===== src/pkg/spft_pkg.sv =====
/*
  Constants shared by the serial control port and the fault timers.
  Assumes a single 100 MHz core clock and host-driven serial pins.
*/
// Behaviour
// - Serial input bit is captured on each serial clock rise while selected.
// - Next status bit is driven out on each serial clock fall.
// - With select high, clock and input are ignored and output floats.
// - Normal mode only with logic supply present; sleep when it goes.
// - Battery supply rising with logic supply present forces full reset.
// - Logic supply rising with battery supply present forces full reset.
// - Short filter programmable 30 to 960 us doubling, active while on.
// - Timers within 10 percent calibrated, 35 percent uncalibrated.
// - Pulse generator covers 10 Hz to 1.28 kHz.
// - Open-circuit fault filtered 100 to 400 us while outputs off.
// - After a short fault the gate on-time is limited to low duty.
// - Select fall enables output driver and loads status.
// - Select rise floats output and applies the received command.
// - Both words shift most significant bit first.
package spft_pkg;
  // ------------------------------------------------------------
  // Timing
  // ------------------------------------------------------------
  localparam int CLK_MHZ = 100;
  localparam int TICK_US = 1;
  localparam int TICK_CYC = TICK_US * CLK_MHZ;
  localparam int SHORT_BASE_US = 30;
  localparam int SHORT_STEPS = 6;
  localparam int OPEN_FILT_US = 200;
  localparam int DUTY_PERIOD_US = 1000;
  localparam int DUTY_ON_US = 10;
  localparam int RATE_BASE_HZ = 10;
  localparam int RATE_STEPS = 8;
  localparam int TRIM_SLOW = 135;
  localparam int TRIM_CAL = 100;
  // ------------------------------------------------------------
  // Word layout
  // ------------------------------------------------------------
  localparam int WORD_W = 16;
  localparam int CMD_OUT_LSB = 0;
  localparam int CMD_FILT_LSB = 4;
  localparam int CMD_RATE_LSB = 8;
  localparam int CMD_CAL_BIT = 11;
  localparam int CMD_PWM_BIT = 12;
  localparam logic [15:0] CMD_RESET = 16'h0000;
endpackage


===== src/hdl/spft_timer.sv =====
/*
  Calibratable microsecond timebase.
  Assumes the core clock at the package rate; emits one-cycle ticks.
*/
module spft_timer (
  input wire logic clock,
  input wire logic rst_n,
  input wire logic calibrated,
  output logic tick
);
  localparam int SLOW = spft_pkg::TICK_CYC * spft_pkg::TRIM_SLOW / 100;
  localparam int FAST = spft_pkg::TICK_CYC * spft_pkg::TRIM_CAL / 100;
  logic [15:0] cnt_ff;
  logic [15:0] nxt_cnt;
  logic [15:0] lim;
  always_comb begin
    lim = calibrated ? 16'(FAST - 1) : 16'(SLOW - 1);
    nxt_cnt = (cnt_ff >= lim) ? 16'h0000 : cnt_ff + 16'h0001;
  end
  always_ff @(posedge clock) begin
    if (!rst_n) begin
      cnt_ff <= 16'h0000;
    end else begin
      cnt_ff <= nxt_cnt;
    end
  end
  assign tick = (cnt_ff == lim);
endmodule


===== src/hdl/spft_port.sv =====
/*
  Serial command port with fault filter timers and pulse generator.
  Assumes host-driven select, clock and data pins and supply-present levels.
*/
module spft_port #(
  parameter int WIDTH = 16
) (
  input wire logic clock,
  input wire logic rst_n,
  input wire logic battery_supply,
  input wire logic logic_supply,
  input wire logic cs_n,
  input wire logic sclk,
  input wire logic si,
  output logic so_o,
  output logic so_oe,
  input wire logic [3:0] short_in,
  input wire logic [3:0] open_in,
  output logic [3:0] gate_on,
  output logic [3:0] short_fault,
  output logic [3:0] open_fault,
  output logic sleep
);
  // ------------------------------------------------------------
  // Pin synchronisers
  // ------------------------------------------------------------
  logic [2:0] cs_s, ck_s, si_s, vb_s, vl_s;
  always_ff @(posedge clock) begin
    if (!rst_n) begin
      cs_s <= 3'h7;
      ck_s <= 3'h0;
      si_s <= 3'h0;
      vb_s <= 3'h0;
      vl_s <= 3'h0;
    end else begin
      cs_s <= {cs_s[1:0], cs_n};
      ck_s <= {ck_s[1:0], sclk};
      si_s <= {si_s[1:0], si};
      vb_s <= {vb_s[1:0], battery_supply};
      vl_s <= {vl_s[1:0], logic_supply};
    end
  end
  logic cs_lv_ff, ck_lv_ff, vb_lv_ff, vl_lv_ff;
  logic nxt_cs_lv, nxt_ck_lv, nxt_vb_lv, nxt_vl_lv;
  always_comb begin
    nxt_cs_lv = (cs_s[1] == cs_s[2]) ? cs_s[2] : cs_lv_ff;
    nxt_ck_lv = (ck_s[1] == ck_s[2]) ? ck_s[2] : ck_lv_ff;
    nxt_vb_lv = (vb_s[1] == vb_s[2]) ? vb_s[2] : vb_lv_ff;
    nxt_vl_lv = (vl_s[1] == vl_s[2]) ? vl_s[2] : vl_lv_ff;
  end
  always_ff @(posedge clock) begin
    if (!rst_n) begin
      cs_lv_ff <= 1'b1;
      ck_lv_ff <= 1'b0;
      vb_lv_ff <= 1'b0;
      vl_lv_ff <= 1'b0;
    end else begin
      cs_lv_ff <= nxt_cs_lv;
      ck_lv_ff <= nxt_ck_lv;
      vb_lv_ff <= nxt_vb_lv;
      vl_lv_ff <= nxt_vl_lv;
    end
  end
  logic cs_fall, cs_rise, ck_rise, ck_fall, por;
  always_comb begin
    cs_fall = cs_lv_ff & ~nxt_cs_lv;
    cs_rise = ~cs_lv_ff & nxt_cs_lv;
    ck_rise = ~ck_lv_ff & nxt_ck_lv & ~cs_lv_ff;
    ck_fall = ck_lv_ff & ~nxt_ck_lv & ~cs_lv_ff;
    por = (~vb_lv_ff & nxt_vb_lv & vl_lv_ff)
        | (~vl_lv_ff & nxt_vl_lv & vb_lv_ff)
        | ~vl_lv_ff;
  end
  // ------------------------------------------------------------
  // Shift path and command
  // ------------------------------------------------------------
  logic [WIDTH-1:0] rx_ff, tx_ff, cmd_ff, nxt_rx, nxt_tx, nxt_cmd;
  logic so_ff, oe_ff, nxt_so, nxt_oe;
  logic [3:0] sf_ff, of_ff;
  always_comb begin
    nxt_rx = rx_ff;
    nxt_tx = tx_ff;
    nxt_cmd = cmd_ff;
    nxt_so = so_ff;
    nxt_oe = oe_ff;
    if (por) begin
      nxt_cmd = WIDTH'(spft_pkg::CMD_RESET);
      nxt_oe = 1'b0;
    end else if (cs_fall) begin
      nxt_tx = {{(WIDTH - 8){1'b0}}, of_ff, sf_ff};
      nxt_so = nxt_tx[WIDTH-1];
      nxt_oe = 1'b1;
    end else if (cs_rise) begin
      nxt_oe = 1'b0;
      nxt_cmd = rx_ff;
    end else begin
      if (ck_rise) begin
        nxt_rx = {rx_ff[WIDTH-2:0], si_s[2]};
        nxt_tx = {tx_ff[WIDTH-2:0], 1'b0};
      end
      if (ck_fall) begin
        nxt_so = tx_ff[WIDTH-1];
      end
    end
  end
  always_ff @(posedge clock) begin
    if (!rst_n) begin
      rx_ff <= '0;
      tx_ff <= '0;
      cmd_ff <= '0;
      so_ff <= 1'b0;
      oe_ff <= 1'b0;
    end else begin
      rx_ff <= nxt_rx;
      tx_ff <= nxt_tx;
      cmd_ff <= nxt_cmd;
      so_ff <= nxt_so;
      oe_ff <= nxt_oe;
    end
  end
  // ------------------------------------------------------------
  // Timebase
  // ------------------------------------------------------------
  logic cal_ff, nxt_cal, tick;
  always_comb begin
    nxt_cal = cal_ff;
    if (por) begin
      nxt_cal = 1'b0;
    end else if (cs_rise && rx_ff[spft_pkg::CMD_CAL_BIT]) begin
      nxt_cal = 1'b1;
    end
  end
  always_ff @(posedge clock) begin
    if (!rst_n) begin
      cal_ff <= 1'b0;
    end else begin
      cal_ff <= nxt_cal;
    end
  end
  spft_timer u_timer (
    .clock(clock),
    .rst_n(rst_n),
    .calibrated(cal_ff),
    .tick(tick)
  );
  // ------------------------------------------------------------
  // Pulse generator: period 1e6/(10*2^n) us
  // ------------------------------------------------------------
  function automatic logic [16:0] rate_period(input logic [2:0] n);
    rate_period = 17'((1000000 / spft_pkg::RATE_BASE_HZ) >> n);
  endfunction
  logic [16:0] pw_ff, nxt_pw;
  logic pwm;
  always_comb begin
    nxt_pw = pw_ff;
    if (tick) begin
      nxt_pw = (pw_ff + 17'h00001 >= rate_period(cmd_ff[spft_pkg::CMD_RATE_LSB +: 3]))
             ? 17'h00000 : pw_ff + 17'h00001;
    end
    pwm = (pw_ff < (rate_period(cmd_ff[spft_pkg::CMD_RATE_LSB +: 3]) >> 1));
  end
  always_ff @(posedge clock) begin
    if (!rst_n) begin
      pw_ff <= '0;
    end else begin
      pw_ff <= nxt_pw;
    end
  end
  // ------------------------------------------------------------
  // Fault filters and faulted duty limit
  // ------------------------------------------------------------
  logic [10:0] sc_ff [4];
  logic [10:0] oc_ff [4];
  logic [10:0] nxt_sc [4];
  logic [10:0] nxt_oc [4];
  logic [9:0] dc_ff, nxt_dc;
  logic [3:0] nxt_sf, nxt_of, on_cmd, nxt_gate, gate_ff;
  logic [10:0] sc_lim;
  always_comb begin
    on_cmd = cmd_ff[spft_pkg::CMD_OUT_LSB +: 4] &
             (cmd_ff[spft_pkg::CMD_PWM_BIT] ? {4{pwm}} : 4'hF);
    sc_lim = 11'(spft_pkg::SHORT_BASE_US) << cmd_ff[spft_pkg::CMD_FILT_LSB +: 3];
    if (cmd_ff[spft_pkg::CMD_FILT_LSB +: 3] > 3'(spft_pkg::SHORT_STEPS - 1)) begin
      sc_lim = 11'(spft_pkg::SHORT_BASE_US) << (spft_pkg::SHORT_STEPS - 1);
    end
    nxt_dc = dc_ff;
    if (tick) begin
      nxt_dc = (dc_ff == 10'(spft_pkg::DUTY_PERIOD_US - 1)) ? 10'h000 : dc_ff + 10'h001;
    end
    // Reading status clears the flags, but a fault still present sets them again.
    nxt_sf = cs_fall ? 4'h0 : sf_ff;
    nxt_of = cs_fall ? 4'h0 : of_ff;
    for (int i = 0; i < 4; i++) begin
      nxt_sc[i] = sc_ff[i];
      nxt_oc[i] = oc_ff[i];
      if (!(on_cmd[i] && short_in[i])) begin
        nxt_sc[i] = '0;
      end else if (tick && sc_ff[i] < sc_lim) begin
        nxt_sc[i] = sc_ff[i] + 11'h001;
      end
      if (sc_ff[i] >= sc_lim && on_cmd[i] && short_in[i]) begin
        nxt_sf[i] = 1'b1;
      end
      if (on_cmd[i] || !open_in[i]) begin
        nxt_oc[i] = '0;
      end else if (tick && oc_ff[i] < 11'(spft_pkg::OPEN_FILT_US)) begin
        nxt_oc[i] = oc_ff[i] + 11'h001;
      end
      if (oc_ff[i] >= 11'(spft_pkg::OPEN_FILT_US) && !on_cmd[i] && open_in[i]) begin
        nxt_of[i] = 1'b1;
      end
      nxt_gate[i] = on_cmd[i] &
          (!sf_ff[i] || dc_ff < 10'(spft_pkg::DUTY_ON_US));
    end
    if (por) begin
      nxt_sf = '0;
      nxt_of = '0;
      nxt_gate = '0;
    end
  end
  always_ff @(posedge clock) begin
    if (!rst_n) begin
      for (int i = 0; i < 4; i++) begin
        sc_ff[i] <= '0;
        oc_ff[i] <= '0;
      end
      dc_ff <= '0;
      sf_ff <= '0;
      of_ff <= '0;
      gate_ff <= '0;
    end else begin
      for (int i = 0; i < 4; i++) begin
        sc_ff[i] <= nxt_sc[i];
        oc_ff[i] <= nxt_oc[i];
      end
      dc_ff <= nxt_dc;
      sf_ff <= nxt_sf;
      of_ff <= nxt_of;
      gate_ff <= nxt_gate;
    end
  end
  logic sleep_ff;
  always_ff @(posedge clock) begin
    if (!rst_n) begin
      sleep_ff <= 1'b1;
    end else begin
      sleep_ff <= ~vl_lv_ff;
    end
  end
  assign so_o = so_ff;
  assign so_oe = oe_ff;
  assign gate_on = gate_ff;
  assign short_fault = sf_ff;
  assign open_fault = of_ff;
  assign sleep = sleep_ff;
endmodule


===== config.mk =====
export PLATFORM = sky130hd
export DESIGN_NAME = spft_port
export DESIGN_NICKNAME = d
export VERILOG_FILES = /design/src/pkg/spft_pkg.sv /design/src/hdl/spft_timer.sv /design/src/hdl/spft_port.sv
export SDC_FILE = /design/constraint.sdc
export NUM_CORES = 1
export LEC_CHECK = 0
export ABC_CLOCK_PERIOD_IN_PS = 4300
export BUFFER_PORTS_ARGS = -buffer_cell sky130_fd_sc_hd__buf_2
export CAP_MARGIN = 40
export CORE_UTILIZATION = 50
export DETAILED_ROUTE_END_ITERATION = 16
export PLACE_DENSITY = 0.66
export SLEW_MARGIN = 15
export SYNTH_ARGS = -nofsm -noshare
export SYNTH_HDL_FRONTEND = slang
export SYNTH_SLANG_ARGS = --single-unit

===== constraint.sdc =====
create_clock -name clock -period 4.3 [get_ports clock]
set_clock_uncertainty 0.15 [all_clocks]
set_input_delay 0.215 -clock clock [delete_from_list [all_inputs] [get_ports clock]]
set_output_delay 0.215 -clock clock [all_outputs]
set_load 0.01 [all_outputs]

* After elaboration in Yosys (flattened, before gate mapping)
Memories as Yosys holds them, arrays and structs flattened.
Index checks and enable logic that the tools add are counted.
** Word-level totals
- Register bits after elaboration :: 120
- RAM bits :: 88
- Bits of input ports :: 15
- Output and inout port bits :: 15
- Memories kept :: 2
** Memory list
- oc_ff :: depth 4, width 11, read ports 4, clocked after memory_dff 0, write ports 4, RTL line spft_port.sv:173 : logic [10:0] oc_ff [4];
- sc_ff :: depth 4, width 11, read ports 4, clocked after memory_dff 0, write ports 4, RTL line spft_port.sv:172 : logic [10:0] sc_ff [4];
** Operators by class
- Add/subtract/negate cells :: 11
- Magnitude comparators :: 21
- Equality and inequality tests :: 7
- Shifts and indexed selects :: 2
- Muxes and demuxes :: 52
- Bitwise logic cells :: 35
- Reductions and logical operators :: 66
** Operators by type and width (number)
- $mux W11 :: 25
- $add A11 B1 Y11 const B :: 8
- $mux W16 :: 3
- $ge A11 B11 Y1 :: 4
- $ge A11 B8 Y1 const B :: 4
- $lt A11 B11 Y1 :: 4
- $lt A11 B8 Y1 const B :: 4
- $logic_and A1 B1 Y1 :: 29
- $reduce_bool A2 Y1 :: 11
- $mux W1 :: 19
- $add A17 B1 Y17 const B :: 1
- $ge A17 B17 Y1 :: 1
- $lt A17 B16 Y1 :: 1
- $mux W17 :: 1
- $shr A17 B3 Y17 const A :: 1
- $add A16 B1 Y16 const B :: 1
- $eq A16 B16 Y1 :: 1
- $ge A16 B16 Y1 :: 1
- $and A1 B1 Y1 :: 14
- $logic_not A1 Y1 :: 12
- $shl A5 B3 Y11 const A :: 1
- $add A10 B1 Y10 const B :: 1
- $eq A10 B10 Y1 const B :: 1
- $lt A10 B4 Y1 const B :: 1
- other kinds (14) :: 45

* Logic depth before layout (Yosys ltp)
Gate-level depths: netlist of run 1.
- Depth after elaboration :: 8
- Gate-level depth with buffers :: 16
- Mapped depth without buffers :: 14

* By module
Synthesis of run 1 repeated with hierarchy kept, for this count alone.
** Unflattened totals
- Cells, all modules :: 1172
- Area, all modules :: 10535.1 µm²
** By module, submodules not included
- spft_port :: times used 1, cells an instance 1104, area an instance 9830.7 µm²
- spft_timer :: times used 1, cells an instance 68, area an instance 704.4 µm²

* Least setup slack after synthesis of run 1
Ideal clock, no wire load.
- Path kind :: register -> register
- Start point :: register cmd_ff[9]
- End point :: register pw_ff[0]
- Setup time :: 121 ps
- Arrival :: 3007 ps
- Required time :: 4029 ps
- Path slack :: 1022 ps
- Cell stages (with the launch flop) :: 16
- Path buffers :: 1
- Cells stage by stage :: dfxtp_1 inv_1 ha_1 nand2_1 a21boi_0 ha_1 nand4_1 nor3b_1 o211ai_1 o31ai_1 nor4_1 o21ai_2 a21oi_1 and3_1 buf_4 mux2_2
** On the way
- Cells in the longest elaborated chain, start to end :: 3
** RTL lines
- start, declared :: RTL line spft_port.sv:77 : logic [WIDTH-1:0] rx_ff, tx_ff, cmd_ff, nxt_rx, nxt_tx, nxt_cmd;
- start signal, assigned :: RTL line spft_port.sv:116 : cmd_ff <= nxt_cmd;
- $shr A17 B3 Y17 :: RTL line spft_port.sv:150 : rate_period = 17'((1000000 / spft_pkg::RATE_BASE_HZ) >> n);
- $ge A17 B17 Y1 :: RTL line spft_port.sv:157 : nxt_pw = (pw_ff + 17'h00001 >= rate_period(cmd_ff[spft_pkg::CMD_RATE_LSB +: 3]))
- $mux W17 :: RTL line spft_port.sv:158 : ? 17'h00000 : pw_ff + 17'h00001;
- end signal, assigned :: RTL line spft_port.sv:166 : pw_ff <= nxt_pw;
- end, declared :: RTL line spft_port.sv:152 : logic [16:0] pw_ff, nxt_pw;
Every way passes these cells.
A chain may end at the register's enable or synchronous reset.

* Worst setup path after layout of run 1
- Start point :: register cmd_ff[8]
- End point :: register pw_ff[0]
Same word-level chain as after synthesis.

==> summary.md, run 1 <==
| Metric | Value |
|---|---|
| Overall power | between 4 and 5 mW |
| GR Overflow Total | 0 |
| Total CTS buffers | 24 |
| Outcome | complete, no violations |
| WL/cell | 14.6 microns |
| Peak VDD IR | 0.301 mV |
| CTS tree | done |
| Iter 0 DRT Violations | 319 |
| Post-synthesis sequential area ratio | 38.9% |
| Setup CP Type | register to register |
| Slew Limit Fails | 0 |
| PwrDens | 338 mW/mm^2 |
| Post-Syn Area | 0.0106 sq mm |
| Cell row count | 52 |
| Worst-Margin Slew | 0.798 ns |
| Initial antenna violation count | 0 |
| Post-synth top area share | 38.9% |
| GPL Wtd Cong | 0.857 |
| Fill count | approximately 1.9k |
| Worst-Skew Late Latency | 0.51 ns |
| Total number of vias | ~8k |
| N_diodes | 0 |
| Vias in the first global route | 7,706 |
| Die Span Y | 148 microns |
| Core ar. | 0.0205 sq mm |
| Max Root-Sink Buffers | 3 |
| PortBufs | 29 |
| Fin Setup TNS | 0 ns |
| Initial Utilization | approximately half |
| LEAKAGE | between 4 and 5 nW |
| Commonest non-fill, non-tap cell in the layout | dfxtp_1 |
| CP max FO | 10 |
| I/O pin total | 30 |
| DIE WIDTH | 148 microns |
| CP Capture Type | register |
| Final setup fails | 0 |
| Clock H-tree levels | 1 |
| Residual DRC | 0 |
| Tcrit/Tclk final | 92.9% |
| Post-Syn Area per Cell | 9.05 sq um |
| Max_cap viols | 0 |
| WP data arrival | 4.29 ns |
| Hold Vio Cnt, Final | 0 |
| Die area | 0.0218 sq mm |
| Layout area overhead | 12.6% |
| Share of cells above drive strength 1 | 9.62% |
| Unrepaired setup endpoints after global routing | no |
| Postcts setup bufs | 0 |
| Primary FF master, synth | dfxtp_1 |
| Most frequent cells in the layout | dfxtp_1, nor2_1, ha_1 |
| Required time worst endpoint | 4.60 ns |
| Cells after Synth | 1,170 |
| Vias/cell | 5.39 |
| First-pass GRT wire length | 37,400 microns |
| EDFF count, synth | 0 |
| Min-delay worst type | primary input to register |
| Worst setup SP type | register |
| Peak Freq | about 250 MHz |
| Setup slack, reg-to-reg | 0.31 ns |
| Clock sink count | 206 |
| Top cells by area, synth | dfxtp_1, ha_1, nor2_1 |
| Synth Register Bits | 206 |
| Share of async-settable or async-resettable flops after synthesis | 0% |
| Hpwl dp | 15,100 microns |
| Minimum clock period | 3.99 ns |
| Maximum number of pins on one net before global-route repair | 41 |
| Clk pin slew, worst setup/hold paths | 0.06 ns |
| Root Driver | clkbuf_16 |
| Max-slew headroom | 46.7% |
| Synth cell types | 73 |
| Nets | 1,321 |
| Drt pass-1 iters | 5 |
| Total Wirelength | roughly 22,000 microns |
| Area leader, netlist | dfxtp_1 |
| Post-route ant nets | 0 |
| Yosys warnings | 0 |
| Total GRT Usage | 20.6% |
-- cells in the mapped netlist, types with 23 or more instances --
master,number
dfxtp_1,206
nor2_1,134
ha_1,98
nand2_1,84
nand3_1,56
xnor2_1,52
nor3_1,45
xor2_1,44
mux2i_1,39
a21oi_1,37
nand4_1,36
inv_1,35
clkbuf_1,24
and3_1,23
o21ai_0,23
-- worst paths after layout --
| path | to | depth (start not counted) | from |
|---|---|---|---|
| min reg2reg | cs_s[1] | 1 | cs_s[0] |
| min | so_o | 4 | rst_n |
| max | pw_ff[0] | 14 | cmd_ff[8] |
| max reg2reg | pw_ff[0] | 14 | cmd_ff[8] |
-- per-stage QoR --
step / hold WS, ns / area [sq um] / util [%] / instances / setup WS, ns
CTS: 0.0248 / 11900 / 58.2 / 1496 / 0.358
global placement: 0.248 / 10900 / 53.4 / 1436 / 0.607
detailed placement: 0.255 / 11000 / 53.5 / 1439 / 0.385
finish: 0.0488 / 11900 / 58.2 / 1496 / 0.306
global route: 0.0652 / 11900 / 58.2 / 1496 / 0.00552
floorplan: 0.166 / 10600 / - / 1179 / 1.02
-- power by group --
group	switching, mW	leakage (nW)	internal, mW
clock network	0.799	0.399	1.25
registers	0.00364	1.66	1.92
logic	0.0371	2.70	0.0234
-- final cells by class --
cell class	count	area (sq um)	area share, %
sequential	206	4120	34.6
multi-input combinational	888	6140	51.5
timing repair buffer	53	373	3.13
inverter	35	131	1.10
clock buffer	30	684	5.74
tap	270	338	2.83
clock inverter	14	138	1.15
-- logic make-up after synthesis --
group           after synthesis  synth area share (%)
xor+xnor                     96                  7.94
mux                          41                  3.92
fa+ha+maj                    99                  11.7
simple gates                495                  24.6
compound gates              146                  9.42
flops                       206                  38.9
buf+inv                      85                  3.44
other cells                   2                0.0709
-- what timing repair did --
action | in CTS | in global routing
hold buffers | 13 | 0
resized for setup | 0 | 0
endpoints found under the hold margin | 25 | 0
-- sequential cells by signal (all words and copies together), names as in the netlist, 3 cells and up --
| signal | cells |
|---|---|
| oc_ff | 44 |
| sc_ff | 44 |
| pw_ff | 17 |
| tx_ff | 16 |
| u_timer.cnt_ff | 16 |
| rx_ff | 13 |
| cmd_ff | 11 |
| dc_ff | 10 |
| gate_on | 4 |
| open_fault | 4 |
| short_fault | 4 |
| ck_s | 3 |
| cs_s | 3 |
| si_s | 3 |
| vb_s | 3 |
| vl_s | 3 |
-- critical path, stage by stage (launching register included) --
cell and delay (ns):
dfxtp_1 0.44, inv_1 0.14, ha_1 0.36, nand2_1 0.13, a21boi_0 0.34, ha_1 0.31, nand4_1 0.20, nor3b_1 0.08
o211ai_1 0.24, o31ai_1 0.12, nor4_1 0.40, o21ai_2 0.13, a21oi_1 0.17, and3_1 0.49, mux2_2 0.24
-- metal layers --
layer	track usage, %	share of wire (%)	vias to the layer above	wire [microns]
met5	0	0	-	0
met4	5.98	2.6	0	568
met3	2.69	2.9	35	631
met1	28.9	50	3726	10900
li1	-	-	4190	-
met2	32.8	44	107	9670
Note: power is estimated with default switching activity, not from simulation.
==> inputs of run 2 (changes only) <==
--- a/config.mk
+++ b/config.mk
@@ -5,6 +5,7 @@
 export SDC_FILE = /design/constraint.sdc
 export NUM_CORES = 1
 export LEC_CHECK = 0
+export ABC_AREA = 1
 export ABC_CLOCK_PERIOD_IN_PS = 4300
 export BUFFER_PORTS_ARGS = -buffer_cell sky130_fd_sc_hd__buf_2
 export CAP_MARGIN = 40
==> summary.md, run 2 <==
| Metric | Value |
|---|---|
| Outcome | complete, no violations |
| Layout area overhead | 13.2% |
| Residual DRC | 0 |
| Crit-path cells | inv_1 > ha_1 > nand2_1 > a21boi_0 > ha_1 > nand2_1 > nor2_1 > o21ai_0 > nor2_1 > nand2_1 > nor2_1 > nor2_1 > nand2_1 > nand2_1 > nand2_1 > nand3_1 > a21oi_1 |
| Commonest non-fill, non-tap cell in the layout | nand2_1 |
| Slew Limit Fails | 0 |
| Tcrit/Tclk final | 83.8% |
| I/O pin total | 30 |
| Met2 usage | 36.1% |
| N_diodes | 0 |
| Post-synthesis sequential area ratio | 37.1% |
| # hold bufs at CTS | 13 |
| Cell row count | 54 |
| Yosys warnings | 0 |
| Simple logic cell fraction of the synthesized area | between 20 and 30% |
| Vias/cell | 5.11 |
| Share of cells above drive strength 1 | 9.27% |
| Overall power | 4.38 mW |
| EDFF count, synth | 0 |
| Area leader, netlist | dfxtp_1 |
| CP most frequent cell | nand2_1 |
| Worst-Skew Late Latency | 0.52 ns |
| WL/cell | 12.7 microns |
| Postcts setup bufs | 0 |
| Commonest cells in the netlist | nand2_1, dfxtp_1, inv_1, nor2_1, a21oi_1 |
| Most frequent cells in the layout | nand2_1, dfxtp_1, inv_1, nor2_1, a21oi_1 |
| Post-route ant nets | 0 |
| Initial Utilization | between 50% and 60% |
| Clock H-tree levels | 1 |
| Hold Vio Cnt, Final | 0 |
| Most Crowded Layer GR | met2 |
| Post-route cell area | 0.0126 sq mm |
| Die Span Y | 151 microns |
| Minimum clock period | 3.61 ns |
| Reg2reg path depth | 17 |
| WP buf/inv | 1 |
| CP Capture Type | register |
| Compound-Gate Fraction of Synth Area | 11.0% |
| Worst hold start | rst_n |
| Hold path depth | 2 |
| Clk pin slew, worst setup/hold paths | 0.06 ns |
| Cells after Synth | 1,490 |
| Post-Syn Area per Cell | around 7.5 sq um |
| Fill count | 2,072 |
| Required time worst endpoint | around 4.6 ns |
| Reg-to-Reg Start | cmd_ff[8] |
| Nets | 1,647 |
| Post-cts sizing count | 0 |
| Setup CP Type | register to register |
| Root Driver | clkbuf_16 |
| Post-Syn Area | 0.0111 sq mm |
| Core ar. | 0.0218 sq mm |
| Max-slew headroom | 53.0% |
| First-pass GRT wire length | 39,900 microns |
| Xor/xnor cell area share of the yosys netlist | under 10% |
| DIE WIDTH | 151 microns |
| Share of async-settable or async-resettable flops after synthesis | 0% |
| CTS tree | done |
| Unrepaired setup endpoints after global routing | no |
| Vias in the first global route | 8,757 |
| Area of the multi-input gates | 0.00608 sq mm |
| Met1 Resource Use GR | 27.6% |
| GR Overflow Total | 0 |
| Iter 0 DRT Violations | 461 |
| Synth cell types | 45 |
| Max Root-Sink Buffers | 3 |
| Top cells by area, synth | dfxtp_1, ha_1, nand2_1 |
| Delay-heaviest family, CP | simple AND/OR/NAND/NOR gates |
| Worst Hold End | cs_lv_ff |
| Worst-Margin Slew | 0.704 ns |
| Worst setup SP type | register |
| CP max FO | 12 |
| Total number of vias | 9,372 |
| Synth Area in Adders | 11.0% |
| Hpwl dp | 16,600 microns |
| Peak Freq | 277 MHz |
| Final setup fails | 0 |
| Most numerous cell in the Yosys netlist | nand2_1 |
| Synth Register Bits | 206 |
| Cell Area, Placed | ~0.011 sq mm |
| Min-delay worst type | primary input to register |
| Initial antenna violation count | 0 |
| CP peak stage delay | 0.45 ns |
| Final design utilization | 57.7% |
| Max_cap viols | 0 |
| PortBufs | 29 |
| Largest family of logic cells by synthesized area | simple AND/OR/NAND/NOR gates |
| LEAKAGE | between 5 and 6 nW |
| Slowest CP cell | dfxtp_1 |
| Drt pass-1 iters | 5 |
| WP data arrival | roughly 3.9 ns |
| Primary FF master, synth | dfxtp_1 |
| Setup slack, reg-to-reg | 0.69 ns |
| PwrDens | 348 mW/mm^2 |
| Register area | 0.00412 sq mm |
| Reg2reg end | oc_ff[3][6] |
| Peak VDD IR | 0.295 mV |
| Maximum number of pins on one net before global-route repair | 49 |
| GPL Wtd Cong | 0.908 |
| GR Layer Usage met3 | 3.40% |
| Die area | 0.0228 sq mm |
| Clock sink count | 206 |
| Fin Setup TNS | 0 ns |
| Post-synth top area share | 37.1% |
| Regs by FF count | oc_ff: 44 flops, sc_ff: 44 flops, pw_ff: 17 flops |
| Total CTS buffers | 25 |
| Multiplexer area fraction after synthesis | 0% |
| Total Wirelength | ~23,000 microns |
| Total GRT Usage | about a fifth |
## run 2: changes by cell type after synthesis, moves of 39 or more
cell	change
nand2_1	+199
inv_1	+155
nor2_1	+56
xnor2_1	-43
mux2i_1	-39
a21oi_1	+74
## run 2: layout make-up
class | count | area share (%)
timing repair buffer | 51 | 2.88
clock inverter | 19 | 2.51
tap | 280 | 2.78
clock buffer | 27 | 5.11
inverter | 191 | 5.69
multi-input combinational | 1059 | 48.3
sequential | 206 | 32.8
## run 2: how the worst max path moves through the flow
stage | slack [ns] | start | depth (start not counted) | endpoint
after global placement | 0.79 | cmd_ff[8] | 16 | sc_ff[3][2]
after detailed placement | 0.72 | cmd_ff[8] | 14 | sc_ff[1][2]
after global routing | 0.25 | cmd_ff[8] | 17 | oc_ff[0][0]
final | 0.69 | cmd_ff[8] | 17 | oc_ff[3][6]
after CTS | 0.70 | cmd_ff[8] | 14 | sc_ff[0][1]
after floorplan | 1.27 | pw_ff[0] | 19 | pw_ff[12]
## run 2: worst reg2reg max path: cells and delay by family, from the launching register on
kind	cells	cell delay, ns
compound gates	3	0.66
fa+ha+maj	2	0.51
buf+inv	1	0.15
flops	1	0.45
simple gates	11	1.57
## run 2: through the flow
stage / hold WS [ns] / instances / worst slack, ns
after CTS: 0.0111 / 1832 / 0.695
after detailed placement: 0.250 / 1773 / 0.719
final: 0.0265 / 1833 / 0.695
after global routing: 0.0559 / 1833 / 0.249
after floorplan: 0.163 / 1499 / 1.27
after global placement: 0.242 / 1771 / 0.789
## run 2: routing by layer
layer / share of wire (%) / routed length (microns)
met5: 0 / 0
met4: 1.9 / 453
met3: 4.0 / 930
met2: 46 / 10800
met1: 48 / 11100
## run 2: logic make-up (layout without fill, tap and decap cells)
kind of cell | count (synthesis) | after routing
other | 2 | 11
AND/OR/NAND/NOR | 681 | 681
AO/OA/AOI/OAI | 216 | 216
XOR/XNOR | 53 | 53
buffers and inverters | 234 | 288
flip-flops | 206 | 206
adder cells (fa/ha/maj) | 98 | 98
## run 2: where the power goes
group          leakage (nW)  switching [mW]  internal (mW)
logic                  2.99          0.0376         0.0222
clock network         0.471           0.834           1.57
registers              1.66         0.00336           1.92
total                  5.13           0.875           3.51
==> inputs of run 3 (changes only) <==
--- a/config.mk
+++ b/config.mk
@@ -6,7 +6,7 @@
 export NUM_CORES = 1
 export LEC_CHECK = 0
 export ABC_AREA = 1
-export ABC_CLOCK_PERIOD_IN_PS = 4300
+export ABC_CLOCK_PERIOD_IN_PS = 3450
 export BUFFER_PORTS_ARGS = -buffer_cell sky130_fd_sc_hd__buf_2
 export CAP_MARGIN = 40
 export CORE_UTILIZATION = 50
==> constraint.sdc (replaced) <==
create_clock -name clock -period 3.45 [get_ports clock]
set_clock_uncertainty 0.15 [all_clocks]
set_input_delay 0.1725 -clock clock [delete_from_list [all_inputs] [get_ports clock]]
set_output_delay 0.1725 -clock clock [all_outputs]
set_load 0.01 [all_outputs]
==> summary.md, run 3 (synthesis gave the netlist of run 2 again) <==
| Metric | Value |
|---|---|
| Vias in the first global route | approximately 8.5k |
| Reg-to-Reg Start | pw_ff[0] |
| Total number of vias | 9,303 |
| Min-delay worst type | primary input to register |
| Fin Setup TNS | 0 ns |
| Share of cells above drive strength 1 | 10.2% |
| Setup CP Type | register to register |
| Residual DRC | 0 |
| CP max FO | 17 |
| CTS tree | done |
| Peak VDD IR | 0.499 mV |
| CP Capture Type | register |
| Max_cap viols | 0 |
| Clock Power Share | between 40% and 50% |
| N_diodes | 0 |
| Cell Area, Placed | 0.0116 sq mm |
| Delay-heaviest family, CP | simple AND/OR/NAND/NOR gates |
| Commonest non-fill, non-tap cell in the layout | nand2_1 |
| Overall power | approximately 4.9 mW |
| Flop pwr share | 48.7% |
| Minimum clock period | 3.18 ns |
| # placed instances | 1,791 |
| WL/cell | roughly 13 microns |
| Hpwl dp | approximately 17,000 microns |
| Post-Layout Cell Count | 1,851 |
| Clock H-tree levels | 1 |
| Fill count | 2,013 |
| Initial antenna violation count | 0 |
| Sw Share | 21.3% |
| Max Root-Sink Buffers | 3 |
| Worst setup SP type | register |
| Post-route ant nets | 0 |
| Core ar. | between 0.02 and 0.025 sq mm |
| Setup slack, reg-to-reg | 0.27 ns |
| I/O pin total | 30 |
| DIE WIDTH | approximately 150 microns |
| Slowest CP cell | dfxtp_1 |
| Worst-Margin Slew | 0.748 ns |
| Most frequent cells in the layout | nand2_1, dfxtp_1, inv_1, nor2_1, a21oi_1 |
| Crit path capture | pw_ff[2] |
| Hold Vio Cnt, Final | 0 |
| Crit-path cells | ha_2 > nand2_1 > inv_1 > nand2_4 > nor2_8 > nand2_4 > nor2_1 > nand3_1 > xor2_1 > inv_1 > ha_1 > nand4_1 > inv_1 > nand2_1 > nor3_4 > a21oi_4 > buf_12 > nand3_1 > a21oi_1 |
| Max-slew headroom | 50.1% |
| Total GRT Usage | 20.8% |
| PwrDens | 389 mW/mm^2 |
| Switching Power | around 1.0 mW |
| Total CTS buffers | 24 |
| Comb power frac | 1.6% |
| Reg2reg path depth | 19 |
| Clock sink count | 206 |
| Post-place setup slack | 0.0355 ns |
| WP data arrival | 3.42 ns |
| Regs by FF count | oc_ff: 44 flops, sc_ff: 44 flops, pw_ff: 17 flops |
| Slew Limit Fails | 0 |
| Required time worst endpoint | 3.69 ns |
| Die area | 0.0228 sq mm |
| Worst setup path start | pw_ff[0] |
| Worst-Skew Late Latency | 0.54 ns |
| Reg2reg end | pw_ff[2] |
| Initial Utilization | 51.0% |
| CP most frequent cell | inv_1 |
| Final worst slack | around 0.27 ns |
| Maximum number of pins on one net before global-route repair | 44 |
| Root Driver | clkbuf_16 |
| Post-route cell area | ~0.013 sq mm |
| WP buf/inv | 4 |
| Iter 0 DRT Violations | approximately 510 |
| LEAKAGE | around 5.2 nW |
| Peak Freq | 314 MHz |
| PortBufs | 29 |
| GR Overflow Total | 0 |
| Worst path depth | 19 |
| Tcrit/Tclk final | 92.2% |
| First-pass GRT wire length | roughly 40,000 microns |
| Clk pin slew, worst setup/hold paths | 0.06 ns |
| Final setup fails | 0 |
| Worst hold start | cs_n |
| Pint | 3.87 mW |
| Drt pass-1 iters | 5 |
| Nets | 1,669 |
| Total Wirelength | 23,200 microns |
| Die Span Y | approximately 150 microns |
| Layout area overhead | 13.7% |
| CP peak stage delay | 0.37 ns |
| Vias/cell | 5.03 |
| Outcome | complete, no violations |
| GPL Wtd Cong | between 0.8 and 0.9 |
| Cell row count | 54 |
## run 3: how the worst min path moves through the flow
stage	endpoint	slack, ns	cells after the start
floorplan	ck_s[0]	0.12	2
CTS	cs_s[0]	0.20	3
global placement	vl_s[0]	0.20	3
global route	cs_s[0]	0.21	3
finish	cs_s[0]	0.21	3
detailed placement	vl_s[0]	0.21	3
## run 3: worst reg2reg max path, stage by stage, from the launching register on
cell     delay [ns]
dfxtp_1        0.37
ha_2           0.24
nand2_1        0.06
inv_1          0.14
nand2_4        0.09
nor2_8         0.14
nand2_4        0.07
nor2_1         0.14
nand3_1        0.10
xor2_1         0.18
inv_1          0.06
ha_1           0.32
nand4_1        0.08
inv_1          0.12
nand2_1        0.12
nor3_4         0.24
a21oi_4        0.09
buf_12         0.17
nand3_1        0.09
a21oi_1        0.06
## run 3: cell type report
class                           instances  area (sq um)  area share, %
Multi-Input combinational cell       1059          6110           48.3
Sequential cell                       206          4130           32.6
Clock buffer                           35           722           5.71
Inverter                              191           717           5.67
Timing Repair Buffer                   74           558           4.41
Tap cell                              280           350           2.77
Clock inverter                          6          60.1          0.475
## run 3: routing by layer
layer / part of all wire (%) / track usage (%) / vias to the layer above
met1: 48 / 28.0 / 4147
met5: 0 / 0 / -
met3: 4.2 / 2.98 / 41
li1: - / - / 4971
met4: 2.5 / 5.90 / 0
met2: 46 / 34.6 / 144
## run 3: repair_timing
action / CTS / global route
hold endpoints to repair: 70 / 0
gates resized for setup: 0 / 8
hold buffers: 18 / 0
setup endpoints to repair: 0 / 77
setup buffers: 0 / 1
## run 3: power by group through the flow
stage	Sequential [mW]	Combinational, mW	Clock, mW
finish	2.40	0.0790	2.44
global route	2.39	0.0891	2.61
CTS	2.39	0.0789	2.50
detailed placement	2.45	0.0624	0
global placement	2.45	0.0623	0
floorplan	2.45	0.0436	0
## run 3: per-stage QoR
step                      hold WS [ns]  utilization, %
after floorplan                  0.120               -
after global placement           0.202            53.2
after detailed placement         0.208            53.3
after CTS                        0.200            57.7
after global routing             0.211            57.9
final                            0.210            57.9
